$ cat config.mk
export PLATFORM = sky130hd
export DESIGN_NAME = uart_irq_sleep_modem
export DESIGN_NICKNAME = d
export VERILOG_FILES = /design/src/core/uart_irq_pkg.sv /design/src/core/uart_irq_sleep_modem.sv /design/src/core/uart_rx_timeout.sv
export SDC_FILE = /design/constraint.sdc
export NUM_CORES = 1
export LEC_CHECK = 0
export ABC_AREA = 1
export BUFFER_PORTS_ARGS = -buffer_cell sky130_fd_sc_hd__buf_2
export CORE_UTILIZATION = 52
export DETAILED_ROUTE_END_ITERATION = 8
export GPL_ROUTABILITY_DRIVEN = 0
export PLACE_DENSITY = 0.89
export SLEW_MARGIN = 25
export SYNTH_ARGS = -nofsm -noshare
export SYNTH_HDL_FRONTEND = slang
export SYNTH_SLANG_ARGS = --single-unit
$ cat constraint.sdc
create_clock -name clk -period 1.7 [get_ports clk]
set_clock_uncertainty 0.1 [all_clocks]
set_input_delay 0.085 -clock clk [delete_from_list [all_inputs] [get_ports clk]]
set_output_delay 0.085 -clock clk [all_outputs]
set_load 0.005 [all_outputs]
$ cat src/core/uart_irq_pkg.sv
// shared constants for the interrupt, sleep and modem-control block
package uart_irq_pkg;
	// register map (word addresses on the plain port)
	localparam logic [2:0] ADDR_STATUS = 3'h0;
	localparam logic [2:0] ADDR_MODEM = 3'h1;
	localparam logic [2:0] ADDR_ENABLE = 3'h2;
	localparam logic [2:0] ADDR_MODE = 3'h3;
	localparam logic [2:0] ADDR_PRESCALER = 3'h4;
	localparam logic [2:0] ADDR_SOURCES = 3'h5;
	// interrupt status codes, bits 5:0
	localparam logic [5:0] CODE_NONE = 6'h01;
	localparam logic [5:0] CODE_L1 = 6'h06;
	localparam logic [5:0] CODE_L2A = 6'h04;
	localparam logic [5:0] CODE_L2B = 6'h0c;
	localparam logic [5:0] CODE_L3 = 6'h02;
	localparam logic [5:0] CODE_L4 = 6'h00;
	localparam logic [5:0] CODE_L5 = 6'h10;
	localparam logic [5:0] CODE_L6 = 6'h20;
	// reset values
	localparam logic [7:0] MODEM_RESET = 8'h00;
	localparam logic [7:0] ENABLE_RESET = 8'h00;
	localparam logic [7:0] MODE_RESET = 8'h00;
	localparam logic [7:0] PRESCALER_RESET = 8'h20;
	// modem control fields
	localparam int MC_DTR = 0;
	localparam int MC_RTS = 1;
	localparam int MC_OUT_A = 2;
	localparam int MC_OUT_B = 3;
	localparam int MC_LOOP = 4;
	localparam int MC_FLOW = 5;
	localparam int MC_IRDA = 6;
	localparam int MC_PRESCALE = 7;
	// interrupt enable fields
	localparam int IE_RX_DATA = 0;
	localparam int IE_TX_EMPTY = 1;
	localparam int IE_RX_STATUS = 2;
	localparam int IE_MODEM = 3;
	localparam int IE_SLEEP = 4;
	localparam int IE_SPECIAL = 5;
	localparam int IE_RTS = 6;
	localparam int IE_CTS = 7;
	// mode register fields
	localparam int MODE_ENHANCED = 0;
	localparam int MODE_NINE_BIT = 1;
	localparam int MODE_ADDR_IRQ = 2;
	localparam int MODE_FIFO = 3;
	localparam int MODE_DEEP_FIFO = 4;
	localparam int MODE_TRIG_EN = 5;
	localparam int MODE_SPECIAL = 6;
	// timeout length in character times
	localparam int TIMEOUT_CHARS = 4;
	localparam logic [7:0] ZERO_BYTE = 8'h00;
endpackage

$ cat src/core/uart_irq_sleep_modem.sv
// interrupt identification, sleep control and modem control of one channel
// Behaviour
// - report only highest pending code
// - levels five and six need enhanced mode
// - status bit five depends on mode
// - level one from line errors, enable bit two
// - nine-bit: errors by bit three, address separately
// - nine-bit data error only framing or break
// - level 2a while fill above trigger
// - timeout after four idle character times
// - level three set below trigger, cleared
// - zero trigger waits for line idle
// - level four from modem deltas, read clears
// - level five from flow or special characters
// - level six on CTS or RTS rise
// - sleep only when every condition holds
// - sleep keeps state, exits automatically
// - bits zero, one drive DTR, RTS active low
// - bits two, three drive user pins
// - interrupt pin tristate by bit three
// - loopback forces outputs high, routes internally
// - bit five XON-any or hardware flow
// - bit six selects IrDA, enhanced only
// - bit seven prescaler, enhanced writes only
//
// Chosen here: the register offsets and the strobed register port.
`timescale 1ns/1ps
module uart_irq_sleep_modem #(
	parameter int FILL_W = 8
) (
	// clock and reset
	input wire logic clk,
	input wire logic rst_n,
	// register port
	input wire logic [2:0] addr,
	input wire logic [7:0] wdata,
	input wire logic wr,
	input wire logic rd,
	output logic [7:0] rdata,
	// line status events and flags from receiver
	input wire logic line_status_read,
	input wire logic err_overrun,
	input wire logic err_parity,
	input wire logic err_framing,
	input wire logic err_break,
	// receive side
	input wire logic [FILL_W-1:0] rx_fill,
	input wire logic [FILL_W-1:0] rx_trigger,
	input wire logic rx_holding_read,
	input wire logic rx_holding_write,
	input wire logic char_tick,
	input wire logic rx_idle,
	// transmit side
	input wire logic [FILL_W-1:0] tx_fill,
	input wire logic [FILL_W-1:0] tx_trigger,
	input wire logic tx_shift_empty,
	// flow control and special character events
	input wire logic xoff_received,
	input wire logic second_stop_character_match,
	input wire logic special_match,
	input wire logic modem_status_read,
	// pins from the far side, active low
	input wire logic serial_in,
	input wire logic cts_n,
	input wire logic dsr_n,
	input wire logic ri_n,
	input wire logic dcd_n,
	input wire logic interrupt_mode_select_n,
	// pins to the far side
	output logic serial_out,
	input wire logic tx_serial,
	output logic dtr_n,
	output logic rts_n,
	output logic user_n_a,
	output logic user_n_b,
	output logic irq_out,
	output logic irq_oe,
	// to the rest of the channel
	output logic line_data_error,
	output logic loop_serial,
	output logic xon_any,
	output logic hw_flow,
	output logic irda_select,
	output logic prescaler_select,
	output logic [7:0] prescaler,
	output logic clock_off,
	output logic [7:0] modem_status
);
	// =====================================
	// state
	typedef struct packed {
		logic [7:0] modem_control;
		logic [7:0] interrupt_enable;
		logic [7:0] mode;
		logic [7:0] prescaler;
		logic [7:0] rdata;
		logic [3:0] pin_s1;
		logic [3:0] pin_s2;
		logic sin_s1;
		logic sin_s2;
		logic [3:0] lines_prev;
		logic [3:0] deltas;
		logic rts_prev;
		logic tx_low_prev;
		logic l3;
		logic l5;
		logic l6;
		logic asleep;
	} state_t;
	state_t state;
	state_t next_state;

	// =====================================
	// helpers
	function automatic logic [5:0] pick_code(input logic [6:0] p);
		// p order: l1, l2a, l2b, l3, l4, l5, l6
		if (p[0]) begin
			pick_code = uart_irq_pkg::CODE_L1;
		end else if (p[1]) begin
			pick_code = uart_irq_pkg::CODE_L2A;
		end else if (p[2]) begin
			pick_code = uart_irq_pkg::CODE_L2B;
		end else if (p[3]) begin
			pick_code = uart_irq_pkg::CODE_L3;
		end else if (p[4]) begin
			pick_code = uart_irq_pkg::CODE_L4;
		end else if (p[5]) begin
			pick_code = uart_irq_pkg::CODE_L5;
		end else if (p[6]) begin
			pick_code = uart_irq_pkg::CODE_L6;
		end else begin
			pick_code = uart_irq_pkg::CODE_NONE;
		end
	endfunction

	logic enh;
	logic nine;
	logic loop;
	logic [3:0] lines;
	logic l1;
	logic l2a;
	logic l2b;
	logic l4;
	logic [6:0] pend;
	logic [5:0] code;
	logic [7:0] status_byte;
	logic status_read;
	logic tx_low;
	logic sleep_req;
	logic sleep_ok;
	logic timeout;

	assign enh = state.mode[uart_irq_pkg::MODE_ENHANCED];
	assign nine = state.mode[uart_irq_pkg::MODE_NINE_BIT];
	assign loop = state.modem_control[uart_irq_pkg::MC_LOOP];
	assign status_read = rd && addr == uart_irq_pkg::ADDR_STATUS;

	// modem lines as asserted levels, dcd in bit 3 down to cts in bit 0
	always_comb begin
		if (loop) begin
			lines = {state.modem_control[uart_irq_pkg::MC_OUT_B], state.modem_control[uart_irq_pkg::MC_OUT_A],
				state.modem_control[uart_irq_pkg::MC_DTR], state.modem_control[uart_irq_pkg::MC_RTS]};
		end else begin
			lines = ~state.pin_s2;
		end
	end

	// =====================================
	// interrupt sources
	always_comb begin
		if (nine) begin
			l1 = ((err_overrun || err_framing || err_break) && state.interrupt_enable[uart_irq_pkg::IE_MODEM])
				|| (err_parity && state.mode[uart_irq_pkg::MODE_ADDR_IRQ]);
			line_data_error = err_framing || err_break;
		end else begin
			l1 = (err_overrun || err_parity || err_framing || err_break)
				&& state.interrupt_enable[uart_irq_pkg::IE_RX_STATUS];
			line_data_error = err_parity || err_framing || err_break;
		end
	end

	assign l2a = state.interrupt_enable[uart_irq_pkg::IE_RX_DATA] && rx_fill > rx_trigger;
	assign l2b = state.interrupt_enable[uart_irq_pkg::IE_RX_DATA] && timeout;
	assign l4 = state.interrupt_enable[uart_irq_pkg::IE_MODEM] && state.deltas != 4'h0;
	// level 5 and 6 flags are only ever set in enhanced mode
	assign pend = {state.l6 && enh, state.l5 && enh, l4,
		state.l3 && state.interrupt_enable[uart_irq_pkg::IE_TX_EMPTY], l2b, l2a, l1};
	assign code = pick_code(pend);

	always_comb begin
		status_byte = {2'b00, code};
		if (!enh) begin
			status_byte[5] = state.mode[uart_irq_pkg::MODE_DEEP_FIFO];
		end
	end

	// zero trigger with enhanced levels waits until the line is quiet
	always_comb begin
		if (state.mode[uart_irq_pkg::MODE_TRIG_EN] && tx_trigger == '0) begin
			tx_low = tx_fill == '0 && tx_shift_empty && serial_out;
		end else begin
			tx_low = tx_fill < tx_trigger;
		end
	end

	uart_rx_timeout #(
		.CHARS(uart_irq_pkg::TIMEOUT_CHARS)
	) timeout_counter (
		.clk(clk),
		.rst_n(rst_n),
		.enable(state.mode[uart_irq_pkg::MODE_FIFO] && rx_fill != '0),
		.char_tick(char_tick),
		.restart(rx_holding_read || rx_holding_write),
		.clear(rx_holding_read),
		.expired(timeout)
	);

	// =====================================
	// sleep
	assign sleep_req = enh ? state.interrupt_enable[uart_irq_pkg::IE_SLEEP]
		: state.interrupt_enable[uart_irq_pkg::IE_SPECIAL];
	// a pending interrupt keeps the clock running so software sees it
	assign sleep_ok = sleep_req && tx_fill == '0 && tx_shift_empty && state.sin_s2 && rx_idle && rx_fill == '0
		&& !loop && state.deltas == 4'h0 && code == uart_irq_pkg::CODE_NONE
		&& !state.modem_control[uart_irq_pkg::MC_IRDA];

	// =====================================
	// next state
	always_comb begin
		next_state = state;
		next_state.pin_s1 = {dcd_n, ri_n, dsr_n, cts_n};
		next_state.pin_s2 = state.pin_s1;
		next_state.sin_s1 = serial_in;
		next_state.sin_s2 = state.sin_s1;
		next_state.lines_prev = lines;
		next_state.rts_prev = rts_n;
		next_state.tx_low_prev = tx_low;
		next_state.asleep = sleep_ok;
		next_state.rdata = 8'h00;

		if (rd) begin
			case (addr)
				uart_irq_pkg::ADDR_STATUS: next_state.rdata = status_byte;
				uart_irq_pkg::ADDR_MODEM: next_state.rdata = state.modem_control;
				uart_irq_pkg::ADDR_ENABLE: begin
					next_state.rdata = state.interrupt_enable;
					// the request bit reads back whether sleep was entered
					if (enh) begin
						next_state.rdata[uart_irq_pkg::IE_SLEEP] = state.asleep;
					end else begin
						next_state.rdata[uart_irq_pkg::IE_SPECIAL] = state.asleep;
					end
				end
				uart_irq_pkg::ADDR_MODE: next_state.rdata = state.mode;
				uart_irq_pkg::ADDR_PRESCALER: next_state.rdata = state.prescaler;
				uart_irq_pkg::ADDR_SOURCES: next_state.rdata = {1'b0, pend};
				default: next_state.rdata = uart_irq_pkg::ZERO_BYTE;
			endcase
		end

		if (wr) begin
			case (addr)
				uart_irq_pkg::ADDR_MODEM: begin
					next_state.modem_control[6:0] = wdata[6:0];
					if (enh) begin
						next_state.modem_control[uart_irq_pkg::MC_PRESCALE] = wdata[7];
					end
				end
				uart_irq_pkg::ADDR_ENABLE: next_state.interrupt_enable = wdata;
				uart_irq_pkg::ADDR_MODE: next_state.mode = wdata;
				uart_irq_pkg::ADDR_PRESCALER: next_state.prescaler = wdata;
				default: next_state.mode = state.mode;
			endcase
		end

		// clears first, so a same-cycle event sets again below
		if (modem_status_read) begin
			next_state.deltas = 4'h0;
		end
		if (status_read && code == uart_irq_pkg::CODE_L3) begin
			next_state.l3 = 1'b0;
		end
		if (!tx_low) begin
			next_state.l3 = 1'b0;
		end
		if (status_read && code == uart_irq_pkg::CODE_L5) begin
			next_state.l5 = 1'b0;
		end
		if (status_read && code == uart_irq_pkg::CODE_L6) begin
			next_state.l6 = 1'b0;
		end

		// delta flags: cts, dsr, dcd on any change, ri on trailing edge
		next_state.deltas = next_state.deltas
			| ({lines[3], 1'b0, lines[1:0]} ^ {state.lines_prev[3], 1'b0, state.lines_prev[1:0]})
			| {1'b0, state.lines_prev[2] && !lines[2], 2'b00};
		// level 3 sets on the drop below trigger only, so a status read clear is not undone next cycle
		if (tx_low && !state.tx_low_prev) begin
			next_state.l3 = 1'b1;
		end
		if (enh && state.interrupt_enable[uart_irq_pkg::IE_SPECIAL]
			&& (xoff_received || (state.mode[uart_irq_pkg::MODE_SPECIAL] && second_stop_character_match)
			|| (nine && special_match))) begin
			next_state.l5 = 1'b1;
		end
		// cts rise read from synchronised levels; the first stage may still be settling
		if (enh && ((state.interrupt_enable[uart_irq_pkg::IE_CTS] && state.lines_prev[0] && !lines[0])
			|| (state.interrupt_enable[uart_irq_pkg::IE_RTS] && rts_n && !state.rts_prev))) begin
			next_state.l6 = 1'b1;
		end
	end

	// pins reset to their idle high level so no false edge follows reset
	always_ff @(posedge clk or negedge rst_n) begin
		if (!rst_n) begin
			state <= '{modem_control: uart_irq_pkg::MODEM_RESET, interrupt_enable: uart_irq_pkg::ENABLE_RESET,
				mode: uart_irq_pkg::MODE_RESET, prescaler: uart_irq_pkg::PRESCALER_RESET, rdata: 8'h00,
				pin_s1: 4'hf, pin_s2: 4'hf, sin_s1: 1'b1, sin_s2: 1'b1, lines_prev: 4'h0, deltas: 4'h0,
				rts_prev: 1'b1, tx_low_prev: 1'b0, l3: 1'b0, l5: 1'b0, l6: 1'b0, asleep: 1'b0};
		end else begin
			state <= next_state;
		end
	end

	// =====================================
	// outputs
	assign rdata = state.rdata;
	assign dtr_n = loop || !state.modem_control[uart_irq_pkg::MC_DTR];
	assign rts_n = loop || !state.modem_control[uart_irq_pkg::MC_RTS];
	assign user_n_a = loop || state.modem_control[uart_irq_pkg::MC_OUT_A];
	assign user_n_b = loop || state.modem_control[uart_irq_pkg::MC_OUT_B];
	assign serial_out = loop || tx_serial;
	assign loop_serial = loop ? tx_serial : state.sin_s2;
	assign irq_out = code != uart_irq_pkg::CODE_NONE;
	assign irq_oe = interrupt_mode_select_n || state.modem_control[uart_irq_pkg::MC_OUT_B];
	assign xon_any = enh && state.modem_control[uart_irq_pkg::MC_FLOW];
	assign hw_flow = !enh && state.modem_control[uart_irq_pkg::MC_FLOW];
	assign irda_select = enh && state.modem_control[uart_irq_pkg::MC_IRDA];
	assign prescaler_select = state.modem_control[uart_irq_pkg::MC_PRESCALE];
	assign prescaler = state.prescaler;
	assign clock_off = state.asleep;
	assign modem_status = {lines, state.deltas};
endmodule

$ cat src/core/uart_rx_timeout.sv
// receive time-out counter in character periods
`timescale 1ns/1ps
module uart_rx_timeout #(
	parameter int CHARS = 4
) (
	// clock and reset
	input wire logic clk,
	input wire logic rst_n,
	// conditions
	input wire logic enable,
	input wire logic char_tick,
	input wire logic restart,
	input wire logic clear,
	// result
	output logic expired
);
	// =====================================
	// state
	typedef struct packed {
		logic [3:0] count;
		logic expired;
	} state_t;
	state_t state;
	state_t next_state;

	always_comb begin
		next_state = state;
		if (!enable || restart) begin
			next_state.count = 4'h0;
		end else if (char_tick && state.count < 4'(CHARS)) begin
			next_state.count = state.count + 4'h1;
		end
		// the event wins over a clear in the same cycle
		if (clear || !enable) begin
			next_state.expired = 1'b0;
		end
		if (enable && !restart && char_tick && state.count == 4'(CHARS - 1)) begin
			next_state.expired = 1'b1;
		end
	end

	always_ff @(posedge clk or negedge rst_n) begin
		if (!rst_n) begin
			state <= '0;
		end else begin
			state <= next_state;
		end
	end

	assign expired = state.expired;
endmodule

# Word-level counts from Yosys, hierarchy flattened
# Cells that the tools add are included.
# totals
register_bits	69
latch_bits	0
mem_bits_rw	0
rom_bits	0
output_inout_bits	38
word_cells	162
memories	0
# op_classes
add_sub_neg	1
mul	0
div	0
n_lt_le_gt_ge	3
eq_ne	12
shifts	0
n_mux	30
n_bitwise	4
n_reduce_logical	92
# ops
op	n
one-hot mux 8 bit (6 select lines)	1
logical AND 1 bit	44
two-way mux 6 bit	7
logical NOT 8 bit	3
logical OR 1 bit	21
two-way mux 1 bit	17
two-way mux 4 bit	4
logical NOT 1 bit	11
> comparator 8 bit	1
less-than comparator 8 bit	1
two-way mux 8 bit	1
AND reduction 2 bit	4
nonzero test 2 bit	4
nonzero test 8 bit	1
equality test 3 x 2 -> 1 bit (second input constant)	2
equality test 3 bit (second input constant)	2
equality test 6 x 1 -> 1 bit (second input constant)	1
equality test 6 x 2 -> 1 bit (second input constant)	1
equality test 6 x 5 -> 1 bit (second input constant)	1
equality test 6 bit (second input constant)	1
inequality test 6 x 1 -> 1 bit (second input constant)	1
adder 4 x 1 -> 4 bit (second input constant)	1
equality test 4 x 2 -> 1 bit (second input constant)	1
logical NOT 4 bit	1
10 further kinds	10

# Longest topological paths before layout
# depth
depth_word	13
mapped_depth	15
ltp_nobuf	15

# Hierarchy
# Synthesis repeated with hierarchy kept, for this count alone.
# hier_totals
hier_cells	459
area_unflattened_um2	3847.4
# by_module_without_submodules
module	instances	cells_each	area_each_um2	seq_area_each_um2
uart_irq_sleep_modem	1	435	3617.2	1616.6
uart_rx_timeout	1	24	230.2	125.1

# Worst setup path after synthesis
# OpenSTA, ideal clock, no wires.
# synth_path
path_type	input -> register
start	in rx_trigger[7]
end	reg state[2] (netlist bit)
arrival_time_ps	1158
required_time_ps	1479
slack_ps	321
path_stages	11
n_path_buf	0
cell_sequence	inv_1 -> ha_1 -> a21o_1 -> nor2_1 -> nand2_1 -> a21oi_2 -> inv_2 -> nor2_2 -> nand2_1 -> nand2_1 -> nand2_1
# synth_between
elab_chain_len	7
# synth_lines
item	line_no	source
from (decl)	uart_irq_sleep_modem.sv:48	input wire logic [FILL_W-1:0] rx_trigger,
> comparator 8 bit	uart_irq_sleep_modem.sv:182	assign l2a = state.interrupt_enable[uart_irq_pkg::IE_RX_DATA] && rx_fill > rx_trigger;
logical AND 1 bit	uart_irq_sleep_modem.sv:182	
two-way mux 6 bit	uart_irq_sleep_modem.sv:119	end else if (p[1]) begin
two-way mux 6 bit	uart_irq_sleep_modem.sv:117	if (p[0]) begin
equality test 6 x 5 -> 1 bit	uart_irq_sleep_modem.sv:286	if (status_read && code == uart_irq_pkg::CODE_L5) begin
logical AND 1 bit	uart_irq_sleep_modem.sv:286	
nonzero test 2 bit (no line)	n/a	
to (signal assigned)	uart_irq_sleep_modem.sv:316	state <= '{modem_control: uart_irq_pkg::MODEM_RESET, interrupt_enable: uart_irq_pkg::ENABLE_RESET,
to (signal assigned)	uart_irq_sleep_modem.sv:321	state <= next_state;
to (decl)	uart_irq_sleep_modem.sv:110	state_t state;
# Every way passes these cells.
# A chain may end at the register's enable or synchronous reset.

# Worst setup path after layout
# layout_path
start	reg state, in the netlist nine
end	out irq_out
# layout_between
elab_chain_len	3
# layout_lines
item	line_no	source
two-way mux 1 bit	uart_irq_sleep_modem.sv:171	if (nine) begin
two-way mux 6 bit	uart_irq_sleep_modem.sv:117	
inequality test 6 x 1 -> 1 bit	uart_irq_sleep_modem.sv:334	assign irq_out = code != uart_irq_pkg::CODE_NONE;
to (decl)	uart_irq_sleep_modem.sv:76	output logic irq_out,
# Every way passes these cells.

==> Flow_metrics.wiki <==
{| class="wikitable"
! Metric !! Value
|-
| Outcome || complete, but fails checks
|-
| Violated checks || design-rule violations, negative setup slack
|-
| Share of cells above drive strength 1 || 0.3012
|-
| Proportion of power drawn by the clock network || 0.287
|-
| Kind of launch point of the worst setup path || flip-flop
|-
| Post-route DRC || 14
|-
| Count of TritonRoute iterations in the first routing pass || 9
|-
| Count of inserted antenna diode cells || 0
|-
| Max FO, Critical Path || 3
|-
| Tightest Hold Check Type || in -> reg
|-
| Total via count after detailed routing || about 3800
|-
| CTS tree || built
|-
| Setup repair after global routing missed its margin || true
|-
| Per-cell routed wire length || roughly 16 um
|-
| DRC marker count from the first detailed-route iteration || 463
|-
| Hold path startpoint || tx_fill[6]
|-
| Gate count of the mapped netlist || 460
|-
| Sequential-to-total area share from yosys stat || 0.4637
|-
| Worst-margin pin slew || 0.5040 ns
|-
| Peak VDD IR || between 0.6 and 0.7 mV
|-
| Total power consumption of the routed design || about 0.0048 W
|-
| Synth Net Count || 544
|-
| Ports || 106
|-
| Leak || 2.526 nW
|-
| Detailed placer's ending HPWL || 7431 um
|-
| Post-route clock period utilization || 1.057
|-
| Min cycle time layout || 1.796 ns
|-
| Die Y-Extent || 86.99 um
|-
| Average cell area after synthesis || 8.165 um^2
|-
| Max-cap violations || 0
|-
| Slew margin rel. || 0.6631
|-
| Global-route wire length before repair || 16790 um
|-
| Synthesized cell area || 3756 um^2
|-
| Comb power frac || 0.268
|-
| TritonCTS sink count || 69
|-
| Switching power || 0.001635 W
|-
| Overall routing resource usage || 0.2959
|-
| Portion of total power attributed to sequential cells || 0.445
|-
| TritonCTS Buffers || 9
|-
| Switching part of the total || 0.3393
|-
| Antenna violations before repair || 0
|-
| Clock root buffer master || sky130_fd_sc_hd__clkbuf_8
|-
| Post-detailed-routing wire length || 10720 um
|-
| Starting density of the core || 0.5468
|-
| Critical Path AT || 1.61 ns
|-
| Fillers || between 400 and 500
|-
| Die area || 7567 um^2
|-
| Source of the critical timing path || nine$_DFFE_PN0P_
|-
| Pwr Density || 1001 nW/um^2
|-
| Placed Instance Area || 4249 um^2
|-
| Detail-routed via count per cell || roughly 5.5
|-
| Clock latency on the worst-skew pair || 0.36 ns
|-
| Area delta synth->final || 28.11%
|-
| Hold Vio Cnt, Final || 0
|-
| Std cell rows || 30
|-
| Final core utilization || 0.7005
|-
| Std-Cell Core Area || 6869 um^2
|-
| H-Tree Depth || 3
|-
| Count of synthesis-stage warnings from yosys || 0
|-
| Clock edge transition at the registers on the reported setup and hold paths || roughly 0.070 ns
|-
| Die Span X || 86.99 um
|-
| R2r startpoint || modem_status[3]$_DFF_PN0_
|-
| Internal Dissipation || roughly 0.0032 W
|-
| DRT antenna net count || 0
|-
| Endpoint type of the worst setup path || output pin
|-
| Critical path start-end classification || reg -> out
|-
| Maximum number of pins on one net before global-route repair || 28
|-
| Vias in the first global route || 3613
|-
| IO Port Bufs || approximately 100
|-
| Final Net Count || 670
|-
| CP required || 1.51 ns
|-
| Final number of max-transition violations || 0
|-
| Final setup viols || 1
|-
| Final critical-path setup slack || -0.09629 ns
|-
| Maximum clock insertion buffer count || 2
|-
| Final instance area || 4812 um^2
|-
| Highest Clock Rate || approximately 560 MHz
|-
| Number of different library cells in the post-synthesis netlist || 43
|-
| Register bit count reported by yosys || 69
|-
| Remaining Overflow, GRT || 0
|}
-- critical path: stages (launching register included) --
cell                      delay, ns
sky130_fd_sc_hd__dfrtp_1       0.38
sky130_fd_sc_hd__inv_2         0.07
sky130_fd_sc_hd__a21oi_2       0.11
sky130_fd_sc_hd__nand2_2       0.08
sky130_fd_sc_hd__nand2_2       0.09
sky130_fd_sc_hd__nand2_2       0.05
sky130_fd_sc_hd__a21oi_2       0.14
sky130_fd_sc_hd__inv_2         0.07
sky130_fd_sc_hd__nor2_4        0.10
sky130_fd_sc_hd__inv_2         0.05
sky130_fd_sc_hd__buf_6         0.11
-- routing by layer --
layer  track usage  vias to the layer above  part of all wire
met3       0.09194                       60             0.096
li1              -                     1719                 -
met2        0.4939                      259              0.48
met1        0.3495                     1748              0.38
met4        0.1364                        0             0.046
met5             0                        -                 0
-- cell usage after synthesis (all sizes together) --
cell type	count	area (um^2)
nor2	33	136.4
dfstp	12	315.3
dfrtp	57	1426
inv	68	255.2
o21bai	1	7.510
nor4	2	12.51
a211oi	3	22.52
and2	1	6.260
nand2	118	457.9
xor2	1	8.760
a21oi	17	92.59
a21o	1	7.510
clkinv	1	3.750
nand3	14	75.07
clkbuf	2	7.510
nand4	10	62.56
a221oi	3	26.28
o211ai	1	7.510
ha	16	200.2
nor3	3	26.28
nand3b	1	7.510
o21ai	49	245.2
a2111oi	1	8.760
or2	4	25.02
o2111a	1	11.26
buf	28	212.7
o22ai	2	12.51
a22oi	3	22.52
o21a	1	7.510
o2bb2ai	1	8.760
a31oi	3	18.77
a22o	2	17.52
-- registers in the layout, indices dropped and copies added (netlist names) --
register	cells
timeout_counter.expired	1
loop	1
prescaler_select	1
nine	1
next_state	5
enh	1
clock_off	1
prescaler	8
state	34
timeout_counter.state	4
rdata	8
modem_status	4
-- cell usage in the layout (no fill, tap or decap), types with 2 or more instances in the layout --
cell,count
sky130_fd_sc_hd__buf_2,103
sky130_fd_sc_hd__ha_1,16
sky130_fd_sc_hd__or2_2,4
sky130_fd_sc_hd__nor3_1,2
sky130_fd_sc_hd__o21ai_0,41
sky130_fd_sc_hd__dlygate4sd3_1,24
sky130_fd_sc_hd__nand2_2,7
sky130_fd_sc_hd__clkinvlp_4,3
sky130_fd_sc_hd__inv_6,2
sky130_fd_sc_hd__a221oi_1,3
sky130_fd_sc_hd__o21ai_2,3
sky130_fd_sc_hd__clkbuf_8,9
sky130_fd_sc_hd__nand3_1,13
sky130_fd_sc_hd__dfrtp_1,57
sky130_fd_sc_hd__a22o_1,2
sky130_fd_sc_hd__nand2_1,110
sky130_fd_sc_hd__nor2_4,3
sky130_fd_sc_hd__inv_1,63
sky130_fd_sc_hd__o22ai_1,2
sky130_fd_sc_hd__nand4_1,10
sky130_fd_sc_hd__a31oi_1,3
sky130_fd_sc_hd__nor4_1,2
sky130_fd_sc_hd__a21oi_1,13
sky130_fd_sc_hd__buf_4,15
sky130_fd_sc_hd__inv_2,5
sky130_fd_sc_hd__buf_6,2
sky130_fd_sc_hd__a211oi_1,3
sky130_fd_sc_hd__dfstp_2,12
sky130_fd_sc_hd__nor2_1,30
sky130_fd_sc_hd__o21ai_1,5
sky130_fd_sc_hd__a22oi_1,3
sky130_fd_sc_hd__a21oi_2,4
-- path summary, 6_finish.rpt --
check,end,slack [ns],cells past startpoint
max,irq_out,-0.1,10
min,clock_off$_DFF_PN0_,0.008,6
max reg2reg,rdata[5]$_DFF_PN0_,0.08,9
max in group asynchronous,next_state[14]$_DFF_PN1_,0.77,3
min in group asynchronous,modem_status[3]$_DFF_PN0_,0.10,2
min reg2reg,state[14]$_DFF_PN1_,0.26,0
-- layout make-up --
cell class,count,area (um^2),share of cell area
Tap cell,96,120.1,0.02496
Sequential cell,69,1742,0.3619
Clock buffer,9,123.9,0.02574
Multi-Input combinational cell,292,1575,0.3274
Inverter,69,259.0,0.05382
Timing Repair Buffer,145,910.9,0.1893
Clock inverter,7,81.33,0.01690
-- power groups by stage --
stage / Sequential [W] / Clock, W / Combinational [W]
4_1_cts: 0.00212 / 0.00139 / 0.00121
3_5_place_dp: 0.00215 / 0 / 0.00106
3_3_place_gp: 0.00214 / 0 / 0.00101
5_1_grt: 0.00216 / 0.00146 / 0.00143
2_1_floorplan: 0.00207 / 0 / 0.000742
6_report: 0.00214 / 0.00138 / 0.00129
-- timing repair --
item,in CTS,in global routing
setup endpoints to repair,3,13
cloned,0,0
pin swaps,4,7
hold buffers,24,0
hold endpoints to repair,106,0
gates resized for setup,3,17
buffers inserted,10,3
-- per-stage QoR --
step	setup slack (ns)	TNS [ns]	hold WS (ns)	instances
floorplan	0.3206	0	-0.3106	460
global route	-0.1777	-0.2581	0.02393	687
global placement	0.1131	0	-0.06058	638
finish	-0.09629	-0.09629	0.007846	687
detailed placement	0.05859	0	-0.05479	638
CTS	-0.09194	-0.1872	0.0006530	688
-- kinds of logic after synthesis --
kind of cell / Yosys count / synth area share
AND/OR/NAND/NOR: 186 / 0.2155
buffers and inverters: 99 / 0.1276
AO/OA/AOI/OAI: 89 / 0.1376
flip-flops: 69 / 0.4637
adder cells (fa/ha/maj): 16 / 0.05330
XOR/XNOR: 1 / 0.002332
Power figures use the tool's default switching activity.
